--- src/inc/fault_pkg.sv ---
// Purpose: shared constants and types for the buck fault supervisor
// Assumes: 40 MHz clock, comparator results arrive as digital levels
// Notes: times kept in their own unit, cycle counts derived from the clock rate
package fault_pkg;
  localparam int clk_mhz = 40;
  localparam int clk_period_ns = 25;
  // start-up overvoltage arming delay, typical and worst case
  localparam int startup_ovp_us = 5500;
  localparam int startup_ovp_worst_us = 6500;
  localparam int startup_ovp_cycles = startup_ovp_us * clk_mhz;
  // average overcurrent blanking
  localparam int ocp_blank_us = 128;
  localparam int ocp_blank_cycles = ocp_blank_us * clk_mhz;
  // short-circuit filter, longest time rounds down, at least one cycle
  localparam int scp_filter_ns = 50;
  localparam int scp_filter_raw = scp_filter_ns / clk_period_ns;
  localparam int scp_filter_cycles = (scp_filter_raw < 1) ? 1 : scp_filter_raw;
  // hiccup off time in retry mode
  localparam int hiccup_us = 9000;
  localparam int hiccup_cycles = hiccup_us * clk_mhz;
  localparam int cnt_width = 24;
  localparam int scp_width = 4;
  // on/off command byte: bit 7 is the on request
  localparam int onoff_on_bit = 7;
  // on/off configuration: which sources may turn on and clear latches
  localparam logic [1:0] onoff_use_pin = 2'h1;
  localparam logic [1:0] onoff_use_cmd = 2'h2;
  // overcurrent response select values
  localparam logic ocp_resp_latch = 1'h0;
  localparam logic ocp_resp_retry = 1'h1;
  localparam int num_flags = 8;

  // comparator results from the analog side, each high when tripped except ov_fall_n, which is low
  typedef struct packed {
    logic vin_uv;        // input below its lockout level
    logic vcc_uv;        // bias rail below lockout
    logic drv_bias_uv;   // driver bias rail below lockout
    logic ldo_uv;        // internal regulator rail below lockout
    logic ov_rise;       // sense+ minus sense- above 116% level
    logic ov_fall_n;     // low when difference is below 100% level
    logic startup_ov;    // difference above the boot-level start-up trip
    logic uv;            // output below 74% of reference
    logic oc_avg;        // sensed current above 100 uA equivalent
    logic oc_peak;       // instantaneous current above 130% of average level
    logic ot_trip;       // thermistor below 22.31% of bias
    logic ot_clear;      // thermistor above 27.79% of bias
  } comp_type;

  // status flags, one per fault type
  typedef struct packed {
    logic vin_uv;
    logic bias_uv;
    logic ovp;
    logic startup_ovp;
    logic uvp;
    logic ocp;
    logic scp;
    logic otp;
  } flags_type;

  typedef enum logic [1:0] {
    st_off     = 2'h0,
    st_run     = 2'h1,
    st_latched = 2'h2,
    st_hiccup  = 2'h3
  } state_type;
endpackage

--- src/buck_fault_protection_manager.sv ---
// Purpose: fault supervision, shutdown, latch-off and hiccup for a buck controller
// Assumes: comparators digitised upstream, rst is the power-on reset of the bias supply
// Notes: gate requests come from the modulator and are gated here
`timescale 1ns/1ps
module buck_fault_protection_manager
  import fault_pkg::*;
#(
  parameter int startup_delay = startup_ovp_cycles,
  parameter int blank_delay = ocp_blank_cycles,
  parameter int hiccup_delay = hiccup_cycles
)
(
  input wire logic clk,
  input wire logic rst,
  input wire comp_type comp_raw,
  input wire logic enable_pin,
  input wire logic [7:0] onoff_command,
  input wire logic [1:0] onoff_config,
  input wire logic config_strap_three,
  input wire logic overcurrent_response_select,
  input wire logic bus_select_valid,
  input wire logic soft_start_done,
  input wire logic high_side_request,
  input wire logic low_side_request,
  output logic high_side_gate_drive,
  output logic low_side_gate_drive,
  output logic power_good_out,
  output flags_type fault_flags
);
  comp_type comp;
  state_type state;
  state_type next_state;
  logic [cnt_width-1:0] start_cnt;
  logic [cnt_width-1:0] blank_cnt;
  logic [cnt_width-1:0] hic_cnt;
  logic [scp_width-1:0] scp_cnt;
  logic ot_active;
  logic ov_active;
  logic startup_armed;
  logic enable_q;
  logic cmd_q;
  logic toggle_armed;
  logic flag_ovp, flag_sovp, flag_uvp, flag_ocp, flag_scp;
  flags_type next_flags;

  // =============================================
  // input synchronisers
  sync_filter u_sync (
    .clk(clk),
    .rst(rst),
    .raw(comp_raw),
    .synced(comp)
  );

  // =============================================
  // enable sources and clear events
  wire pin_on = (onoff_config & onoff_use_pin) == 2'h0 || enable_pin;
  wire cmd_on = (onoff_config & onoff_use_cmd) == 2'h0 || onoff_command[onoff_on_bit];
  wire enabled = pin_on && cmd_on;
  // toggles only count once the edge history holds a real sample, no false edge after reset
  wire pin_toggle = toggle_armed && (onoff_config & onoff_use_pin) != 2'h0 &&
                    (enable_pin != enable_q);
  wire cmd_toggle = toggle_armed && (onoff_config & onoff_use_cmd) != 2'h0 &&
                    (onoff_command[onoff_on_bit] != cmd_q);
  wire latch_clear = pin_toggle || cmd_toggle;
  wire bias_uv = comp.vcc_uv || comp.drv_bias_uv || comp.ldo_uv;
  wire rails_ok = !bias_uv && !comp.vin_uv;
  wire retry_mode = (bus_select_valid ? overcurrent_response_select : config_strap_three)
                    == ocp_resp_retry;

  // =============================================
  // fault detections
  wire ocp_hit = (blank_cnt == cnt_width'(blank_delay));
  wire scp_hit = (scp_cnt == scp_width'(scp_filter_cycles)) && comp.oc_peak;
  wire ovp_hit = comp.ov_rise;
  wire sovp_hit = startup_armed && !soft_start_done && comp.startup_ov;
  wire uvp_hit = comp.uv && soft_start_done;
  wire oc_any = ocp_hit || scp_hit;
  wire latch_fault = ovp_hit || sovp_hit || uvp_hit || (oc_any && !retry_mode);

  // over-temperature hysteresis and ov low-side hysteresis
  always_ff @(posedge clk or posedge rst) begin
    if (rst) begin
      ot_active <= 1'h0;
      ov_active <= 1'h0;
    end else begin
      if (comp.ot_trip) ot_active <= 1'h1;
      else if (comp.ot_clear) ot_active <= 1'h0;
      if (comp.ov_rise) ov_active <= 1'h1;
      else if (!comp.ov_fall_n) ov_active <= 1'h0;
    end
  end

  // =============================================
  // delay counters on the internal clock
  always_ff @(posedge clk or posedge rst) begin
    if (rst) begin
      start_cnt <= '0;
      startup_armed <= 1'h0;
      blank_cnt <= '0;
      scp_cnt <= '0;
    end else begin
      // start-up check arms after rails stay good for the delay
      if (!rails_ok) begin
        start_cnt <= '0;
        startup_armed <= 1'h0;
      end else if (start_cnt == cnt_width'(startup_delay)) begin
        startup_armed <= 1'h1;
      end else begin
        start_cnt <= start_cnt + 1'b1;
      end
      // continuous excess needed through the blanking window
      if (!comp.oc_avg || state != st_run) blank_cnt <= '0;
      else if (blank_cnt != cnt_width'(blank_delay)) blank_cnt <= blank_cnt + 1'b1;
      if (!comp.oc_peak || state != st_run) scp_cnt <= '0;
      else if (scp_cnt != scp_width'(scp_filter_cycles)) scp_cnt <= scp_cnt + 1'b1;
    end
  end

  // =============================================
  // next state
  always_comb begin
    next_state = state;
    case (state)
      st_off: begin
        if (enabled && rails_ok && !ot_active) next_state = st_run;
      end
      st_run: begin
        if (latch_fault) next_state = st_latched;
        else if (oc_any) next_state = st_hiccup;
        else if (!enabled || !rails_ok || ot_active) next_state = st_off;
      end
      st_latched: begin
        if (latch_clear) next_state = st_off;
      end
      st_hiccup: begin
        if (!enabled || !rails_ok) next_state = st_off;
        else if (hic_cnt == cnt_width'(hiccup_delay)) next_state = st_off;
      end
      default: next_state = st_off;
    endcase
  end

  // state and hiccup timer
  always_ff @(posedge clk or posedge rst) begin
    if (rst) begin
      state <= st_off;
      hic_cnt <= '0;
      enable_q <= 1'h0;
      cmd_q <= 1'h0;
      toggle_armed <= 1'h0;
    end else begin
      state <= next_state;
      toggle_armed <= 1'h1;
      enable_q <= enable_pin;
      cmd_q <= onoff_command[onoff_on_bit];
      if (state == st_hiccup) hic_cnt <= hic_cnt + 1'b1;
      else hic_cnt <= '0;
    end
  end

  // =============================================
  // status flags: latch sticky until cleared, set wins over clear
  always_comb begin
    next_flags.vin_uv = comp.vin_uv;
    next_flags.bias_uv = bias_uv;
    next_flags.otp = ot_active;
    next_flags.ovp = ovp_hit || (flag_ovp && !latch_clear);
    next_flags.startup_ovp = sovp_hit || (flag_sovp && !latch_clear);
    next_flags.uvp = (state == st_run && uvp_hit) || (flag_uvp && !latch_clear);
    next_flags.ocp = (state == st_run && ocp_hit) || (flag_ocp && !latch_clear && state != st_off);
    next_flags.scp = (state == st_run && scp_hit) || (flag_scp && !latch_clear && state != st_off);
  end

  always_ff @(posedge clk or posedge rst) begin
    if (rst) begin
      fault_flags <= '0;
      flag_ovp <= 1'h0;
      flag_sovp <= 1'h0;
      flag_uvp <= 1'h0;
      flag_ocp <= 1'h0;
      flag_scp <= 1'h0;
    end else begin
      fault_flags <= next_flags;
      flag_ovp <= next_flags.ovp;
      flag_sovp <= next_flags.startup_ovp;
      flag_uvp <= next_flags.uvp;
      flag_ocp <= next_flags.ocp;
      flag_scp <= next_flags.scp;
    end
  end

  // =============================================
  // gate and power-good outputs
  wire ov_latched = state == st_latched && (flag_ovp || flag_sovp);
  wire next_hs = state == st_run && !ot_active && high_side_request;
  wire next_ls = ov_latched ? (ov_active && !ot_active)
                 : (state == st_run && !ot_active && low_side_request);
  wire next_pg = state == st_run && soft_start_done && rails_ok && !ot_active &&
                 !oc_any && !ov_active;

  always_ff @(posedge clk or posedge rst) begin
    if (rst) begin
      high_side_gate_drive <= 1'h0;
      low_side_gate_drive <= 1'h0;
      power_good_out <= 1'h0;
    end else begin
      high_side_gate_drive <= next_hs;
      low_side_gate_drive <= next_ls;
      power_good_out <= next_pg;
    end
  end
endmodule

--- src/sync_filter.sv ---
// Purpose: two-flop synchroniser per comparator bit
// Assumes: single clock domain, asynchronous active-high reset
// Notes: first stage feeds only the second stage
`timescale 1ns/1ps
module sync_filter
  import fault_pkg::*;
(
  input wire logic clk,
  input wire logic rst,
  input wire comp_type raw,
  output comp_type synced
);
  localparam int width = $bits(comp_type);
  logic [width-1:0] stage1;
  logic [width-1:0] stage2;

  // =============================================
  // per-bit double flop
  genvar i;
  generate
    for (i = 0; i < width; i++) begin : g_bit
      always_ff @(posedge clk or posedge rst) begin
        if (rst) begin
          stage1[i] <= 1'h0;
          stage2[i] <= 1'h0;
        end else begin
          stage1[i] <= raw[i];
          stage2[i] <= stage1[i];
        end
      end
    end
  endgenerate

  assign synced = comp_type'(stage2);
endmodule
--- config.mk ---
export PLATFORM = sky130hd
export DESIGN_NAME = buck_fault_protection_manager
export DESIGN_NICKNAME = d
export VERILOG_FILES = /design/src/inc/fault_pkg.sv /design/src/buck_fault_protection_manager.sv /design/src/sync_filter.sv
export SDC_FILE = /design/constraint.sdc
export NUM_CORES = 1
export LEC_CHECK = 0
export BUFFER_PORTS_ARGS = -buffer_cell sky130_fd_sc_hd__buf_4
export CAP_MARGIN = 20
export CORE_AREA = 2 2 126 128
export CTS_CLUSTER_SIZE = 12
export DETAILED_ROUTE_END_ITERATION = 16
export DIE_AREA = 0 0 128 130
export GPL_TIMING_DRIVEN = 0
export HOLD_SLACK_MARGIN = 0.15
export PLACE_DENSITY = 0.49
export SKIP_LAST_GASP = 1
export SYNTH_ARGS = -nofsm -noshare
export SYNTH_HDL_FRONTEND = slang
export SYNTH_HIERARCHICAL = 1
export SYNTH_SLANG_ARGS = --single-unit
--- constraint.sdc ---
create_clock -name clk -period 6.3 [get_ports clk]
set_clock_uncertainty 0.1 [all_clocks]
set_input_delay 0.945 -clock clk [delete_from_list [all_inputs] [get_ports clk]]
set_output_delay 0.945 -clock clk [all_outputs]
set_load 0.01 [all_outputs]
==> results of run 1 <==
-- state kept, by name, indices dropped and copies added, names as in the netlist, 2 cells and up --
register / flops
blank_cnt: 24
fault_flags: 3
hic_cnt: 24
scp_cnt: 4
start_cnt: 24
state: 2
u_sync/stage1: 12
u_sync/synced: 12
-- cells in the final DEF, fill, tap and decap left out, types with 3 or more instances in the layout --
master     count
nor4b_1        8
inv_8          3
a21o_1         3
nand4_1       17
and3_1        10
or3_1          9
xor2_1        30
clkbuf_16     17
nand3_1       26
clkbuf_1      10
nand2_1       32
ha_1           8
and4_1        11
inv_1         22
buf_4         39
a21oi_1       13
dfrtp_1      119
nor2_1        84
nor3_1        16
inv_6          7
xnor2_1       34
o21ai_0       12
nor4_1         5
nor4_2         3
-- synthesized netlist by cell type, types with 2 or more instances --
library cell	n	area share
or4_1	2	0.0028
o21ai_0	12	0.011
and4_1	11	0.018
nor4_1	5	0.0058
nand2_1	32	0.022
buf_2	2	0.0019
dfrtp_1	119	0.55
nor4_4	2	0.0079
o211ai_1	2	0.0028
inv_1	23	0.016
xnor2_1	34	0.055
nor3_1	16	0.015
nor4b_1	8	0.013
nor4b_2	2	0.0056
and3_1	10	0.012
buf_4	5	0.0070
clkbuf_1	10	0.0070
nand4_1	17	0.020
nand3_1	26	0.024
mux2i_1	2	0.0037
nand3_2	2	0.0037
a21oi_1	13	0.012
xor2_1	30	0.049
or3_1	9	0.010
a21o_1	3	0.0042
nor4_2	3	0.0070
nor2_1	84	0.059
ha_1	8	0.019
-- routing by layer --
layer / track usage / share of wire / vias up / wire, um
li1: - / - / 1862 / -
met1: 0.1861 / 0.48 / 1877 / 5220
met2: 0.2378 / 0.48 / 40 / 5159
met3: 0.04879 / 0.030 / 4 / 327
met4: 0.04719 / 0.0089 / 0 / 96
met5: 0 / 0 / - / 0
-- worst register-to-register path, cell delays in order (launching register included) --
cell and delay, ns:
dfrtp_1 0.37, nor4_1 0.55, o221ai_1 0.33, or4_1 0.53
nand3_1 0.09
-- cells by family after synthesis --
logic type | share of synthesized area
AO/OA/AOI/OAI | 0.04165
XOR/XNOR | 0.1042
adder cells (fa/ha/maj) | 0.01861
buffers and inverters | 0.03188
flip-flops | 0.5537
multiplexers | 0.005817
other | 0.0006973
AND/OR/NAND/NOR | 0.2434
-- final cells by class --
type                    instances  share of cell area
flip-flops and latches        119              0.4591
multi-input cells             352              0.3436
clock buffers                  17             0.06559
repair buffers                 35             0.04360
well taps                     192             0.03704
clock inverters                15             0.02431
inverters                      23             0.01370
plain buffers                  17             0.01312
-- how the worst min path moves through the flow --
stage                           startpoint                          end  slack (ns)  depth (start not counted)
2_1_floorplan   u_sync/stage1[0]$_DFF_PP0_   u_sync/synced[0]$_DFF_PP0_        0.23                          0
3_3_place_gp    u_sync/stage1[5]$_DFF_PP0_   u_sync/synced[5]$_DFF_PP0_        0.23                          0
3_5_place_dp    u_sync/stage1[0]$_DFF_PP0_   u_sync/synced[0]$_DFF_PP0_        0.23                          0
4_1_cts        u_sync/stage1[10]$_DFF_PP0_  u_sync/synced[10]$_DFF_PP0_        0.25                          0
5_1_grt         u_sync/stage1[1]$_DFF_PP0_   u_sync/synced[1]$_DFF_PP0_        0.25                          0
6_report       u_sync/stage1[10]$_DFF_PP0_  u_sync/synced[10]$_DFF_PP0_        0.25                          0
-- where the power goes --
part	total, uW	switching (uW)	internal (uW)	leakage (uW)
registers	782	5.61	776	0.00158
clock network	954	394	560	0.000282
logic	46.8	27.7	19.1	0.000771
total	1780	427	1360	0.00263
-- stage by stage --
step	power [uW]	setup slack, ns
2_1_floorplan	817.5	2.778
3_3_place_gp	841.8	1.458
3_5_place_dp	844.9	4.157
4_1_cts	1809	4.148
5_1_grt	1857	4.013
6_report	1783	4.172
==> metrics.md, run 1 <==
| Metric | Value |
|---|---|
| Status | finished, final reports clean |
| Crit share post-route | 0.3377 |
| Slew headroom | 0.4299 |
| Reg2reg setup slack | 4.26 ns |
| Num rows | 46 |
| Net total in the final layout | 604 |
| Maximum capacitance violations | 0 |
| CTS root buf | clkbuf_16 |
| #FFs+latches synth | 119 |
| Max IR drop VDD | 0.2173 mV |
| Core area | 15420 um2 |
| Die Area | 16640 um2 |
| Post-CTS setup repair buffer count | 0 |
| Syn Nets | 550 |
| Yosys synthesis warning count | 6 |
| Finished Core Util | 0.4205 |
| Critical register-to-register path startpoint | u_sync/synced[9]$_DFF_PP0_ |
| Number of global-route vias before repair | 3963 |
| Endpoints failing setup | 0 |
| Hold Path Class | reg2reg |
| Number of I/O pins | 42 |
| Number of diodes | 0 |
| Dpl cells | 738 |
| Post-Synthesis Cells | 511 |
| Setup CP Type | reg2out |
| Mean Syn Cell Area | 10.52 um2 |
| First-pass GRT wire length | 19.15 mm |
| Post-synth EDFFs | 0 |
| Power Density | 274.9 nW/um2 |
| CP Capture Type | primary output |
| Path depth of the worst reg2reg path | 4 |
| GRT overflow | 0 |
| Layout cells sized above 1 | 0.1540 |
| DR pass1 iterations | 4 |
| H-tree levels | 4 |
| Critical path depth | 2 |
| Vias | 3783 |
| Ys flop type | dfrtp_1 |
| CTS Hold Bufs | 0 |
| Largest net degree at the start of global routing | 68 |
| CTS tree | yes |
| Sink Count | 119 |
| Max-slew violation count | 0 |
| Layout Cells excl Fill | 770 |
| Post_cts resized | 0 |
| Worst-Skew Late Latency | 0.41 ns |
| Async SR Flop Fraction | 1.000 |
| Crit path cell chain | buf_4, buf_4 |
| RD Place Congestion | 0.7782 |
| Initial DRC Count | 186 |
| Clock transition at path regs | 0.06 ns |
| Hold WS | 0.2460 ns |
| Area delta synth->final | 20.61% |
| Arr. time, crit path | 1.08 ns |
| Count of final hold-check violations | 0 |
| Fmax | 470.0 MHz |
| Setup crit start | flag_ovp$_DFF_PP0_ |
| Most used cell, CP | buf_4 |
| Post-DP HPWL | 7.529 mm |
| Post-route cell area | 6486 um2 |
| Setup crit end | fault_flags[5] |
| ANT nets after route | 0 |
| Post-synth design cell area | 5378 um2 |
| Min cycle time layout | 2.128 ns |
| Clock Tree Buf Depth | 2 |
| Initial core utilization | 0.3486 |
| R2r endpoint | state[0]$_DFFE_PP0P_ |
| Multi-input gate area | 2228 um2 |
| Post-DR vias/cell | 4.913 |
| Final WL | 10.80 mm |
| Critical path's top delay family | flip-flops |
| CP required | 5.25 ns |
| Worst-Margin Slew | 0.8542 ns |
| PortBufs | 34 |
| RSZ-0062 raised after global routing | false |
| DRC | 0 |
| CTS buffer count | 17 |
| Die Wd | 128 um |
| GRT Overall Usage | 0.1465 |
| # fillers | 1498 |
| Dpl cell area | 5903 um2 |
| Wire per inst | 14.03 um |
| Seq/Total Area, Yosys | 0.5537 |
| Post-route setup TNS | 0 ns |
| Initial antenna violation count | 0 |
| Slowest CP cell | dfrtp_1 |
| Critical path peak fanout | 3 |
| Die height | 130 um |
| FF+latch area | 2978 um2 |
| Crit path launch type | register |
| Leak | 0.002633 uW |
| Synth unique cells | 47 |
| Worst stage delay on the critical path | 0.40 ns |
| Buf/Inv on CP | 2 |
No activity file was read; power rests on OpenSTA's default activity.
==> run 2, diff against run 1 <==
==> constraint.sdc (replaced) <==
create_clock -name clk -period 2.1 [get_ports clk]
set_clock_uncertainty 0.1 [all_clocks]
set_input_delay 0.315 -clock clk [delete_from_list [all_inputs] [get_ports clk]]
set_output_delay 0.315 -clock clk [all_outputs]
set_load 0.01 [all_outputs]
==> run 2 against run 1 <==
  * Via count is 2.9% higher
  * Critical path depth grew 2
  * Sequential cell count unchanged
  * Die area unchanged
  * Setup slack got worse by 4.0 ns
  * Sequential power grew to 3.0 times the previous value
==> metrics.md, run 2 (same netlist as run 1, synthesis figures left out) <==
| Metric | Value |
|---|---|
| Status | finished, final reports clean (unchanged) |
| Number of I/O pins | 42 (unchanged) |
| Initial DRC Count | 161 (was 186) |
| Clock Tree Buf Depth | 2 (unchanged) |
| DP Worst Slack | -0.1916 ns (was 4.157 ns) |
| Num rows | 46 (unchanged) |
| CTS tree | yes (unchanged) |
| Hold Path Class | reg2reg (unchanged) |
| Most common cell after layout, fill and taps aside | dfrtp_1 (unchanged) |
| Post-DP HPWL | 7.451 mm (was 7.529 mm) |
| Power Density | 784.4 nW/um2 (was 274.9 nW/um2) |
| Fin worst setup slack | 0.1243 ns (was 4.172 ns) |
| Worst-Margin Slew | 0.8653 ns (was 0.8542 ns) |
| Worst stage delay on the critical path | 0.54 ns (was 0.40 ns) |
| H-tree levels | 4 (unchanged) |
| RSZ-0062 raised after global routing | false (unchanged) |
| Leak | 0.002746 uW (was 0.002633 uW) |
| Count of final hold-check violations | 0 (unchanged) |
| First-pass GRT wire length | 18.82 mm (was 19.15 mm) |
| Crit share post-route | 0.9408 |
| Net total in the final layout | 626 (was 604) |
| Die Wd | 128 um (unchanged) |
| Final WL | 10.84 mm (was 10.80 mm) |
| Largest net degree at the start of global routing | 30 (was 68) |
| Commonest cells after routing, fill and taps aside | dfrtp_1 (118), nor2_1 (84), buf_4 (41) (was dfrtp_1 (119), nor2_1 (84), buf_4 (39)) |
| Area delta synth->final | 25.78% (was 20.61%) |
| Wire per inst | 13.69 um (was 14.03 um) |
| Worst-Skew Late Latency | 0.41 ns (about the same) |
| Vias | 3894 (was 3783) |
| Slew headroom | 0.4225 (was 0.4299) |
| Crit path launch type | register (unchanged) |
| RD Place Congestion | 0.8267 (was 0.7782) |
| CTS root buf | clkbuf_16 (unchanged) |
| Initial core utilization | 0.3486 (unchanged) |
| Endpoints failing setup | 0 (unchanged) |
| Die Area | 16640 um2 (unchanged) |
| Post-route cell area | 6764 um2 (was 6486 um2) |
| Initial antenna violation count | 0 (unchanged) |
| M1 GR Usage | 0.1837 (was 0.1861) |
| Post-route setup TNS | 0 ns (unchanged) |
| CP required | 2.28 ns (was 5.25 ns) |
| Number of diodes | 0 (unchanged) |
| Max IR drop VDD | 0.5288 mV (was 0.2173 mV) |
| Layout cells sized above 1 | 0.1667 (was 0.1540) |
| CP Capture Type | register (was primary output) |
| DR pass1 iterations | 5 (was 4) |
| Dpl cell area | 5937 um2 (was 5903 um2) |
| Post-DR vias/cell | 4.917 (was 4.913) |
| Routing usage on met2 | 0.2356 (was 0.2378) |
| GRT Overall Usage | 0.1447 (was 0.1465) |
| Crit path cell chain | or4b_1, or4_4, o21ai_4, o211ai_1 (was buf_4, buf_4) |
| PortBufs | 34 (unchanged) |
| Maximum capacitance violations | 0 (unchanged) |
| Arr. time, crit path | 2.15 ns (was 1.08 ns) |
| DRC | 0 (unchanged) |
| Regs by FF count | blank_cnt: 24 flops, hic_cnt: 24 flops, start_cnt: 24 flops (unchanged) |
| CTS buffer count | 17 (unchanged) |
| Setup CP Type | reg2reg (was reg2out) |
| ANT nets after route | 0 (unchanged) |
| Core area | 15420 um2 (unchanged) |
| Number of global-route vias before repair | 3942 (was 3963) |
| Hold WS | 0.2454 ns (was 0.2460 ns) |
| Die height | 130 um (unchanged) |
| Met3 Use GR | 0.03813 (was 0.04879) |
| # fillers | 1465 (was 1498) |
| GRT overflow | 0 (unchanged) |
| Pwr Total | 5305 uW (was 1783 uW) |
| Min cycle time layout | 1.976 ns |
| Sink Count | 119 (unchanged) |
| Fmax | 506.1 MHz |
| Critical path peak fanout | 5 (was 3) |
| Clock transition at path regs | 0.05 ns (was 0.06 ns) |
| GRT busiest layer | met2 (unchanged) |
| Max-slew violation count | 0 (unchanged) |
| Slowest CP cell | or4b_1 (was dfrtp_1) |
[run 2: cell count changes in the layout (fill, tap and decap cells not counted), sizes merged]
cell / previous run / this run
dlygate4sd3: 0 / 18
inv: 33 / 25
buf: 42 / 46
clkinv: 2 / 5
clkinvlp: 2 / 5
clkbuf: 27 / 29
[run 2: worst paths after layout]
path                                             from                          to  slack, ns  cells past startpoint
max                             hic_cnt[19]$_DFF_PP0_        state[1]$_DFFE_PP0P_       0.12                      4
min                        u_sync/stage1[0]$_DFF_PP0_  u_sync/synced[0]$_DFF_PP0_       0.25                      0
max reg2reg                     hic_cnt[19]$_DFF_PP0_        state[1]$_DFFE_PP0P_       0.12                      4
min reg2reg                u_sync/stage1[0]$_DFF_PP0_  u_sync/synced[0]$_DFF_PP0_       0.25                      0
max in group asynchronous                         rst    blank_cnt[8]$_DFFE_PP0P_       0.62                      6
min in group asynchronous                         rst    fault_flags[7]$_DFF_PP0_       0.38                      3
[run 2: final cells by class]
cell class	instances	area, um2	area share
Sequential cell	119	2979	0.4404
Inverter	23	90.09	0.01332
Buffer	17	85.08	0.01258
Timing Repair Buffer	57	510.5	0.07547
Multi-Input combinational cell	352	2283	0.3376
Clock buffer	19	452.9	0.06696
Clock inverter	13	122.6	0.01813
Tap cell	192	240.2	0.03552
[run 2: power breakdown]
| group | switching [uW] | total, uW | leakage, uW | internal, uW |
|---|---|---|---|---|
| logic | 89.9 | 175 | 0.000895 | 85.2 |
| clock network | 1080 | 2780 | 0.000272 | 1700 |
| registers | 17.7 | 2350 | 0.00158 | 2330 |
| total | 1190 | 5310 | 0.00275 | 4110 |
[run 2: what timing repair did]
action                                  CTS  global route
pin swaps                                 0             4
hold endpoints to repair                 60             0
endpoints found under the setup margin    2             8
buffers inserted                          0             2
gates resized for setup                   1            10
hold buffers                             18             0
[run 2: worst max-delay path: cells and delay by family, from the launching register on]
family | cells | cell delay [ns]
AO/OA/AOI/OAI | 2 | 0.28
flip-flops | 1 | 0.42
AND/OR/NAND/NOR | 2 | 1.05
[run 2: layer usage]
metal	wire length, um	vias to the layer above
met5	0	-
met4	157	0
met3	396	12
met2	5209	66
met1	5080	1906
li1	-	1910
[run 2: stage by stage]
stage,instances,utilization
after floorplan,511,-
after global placement,737,0.3810
after detailed placement,740,0.3849
after CTS,790,0.4343
after global routing,792,0.4385
final,792,0.4385
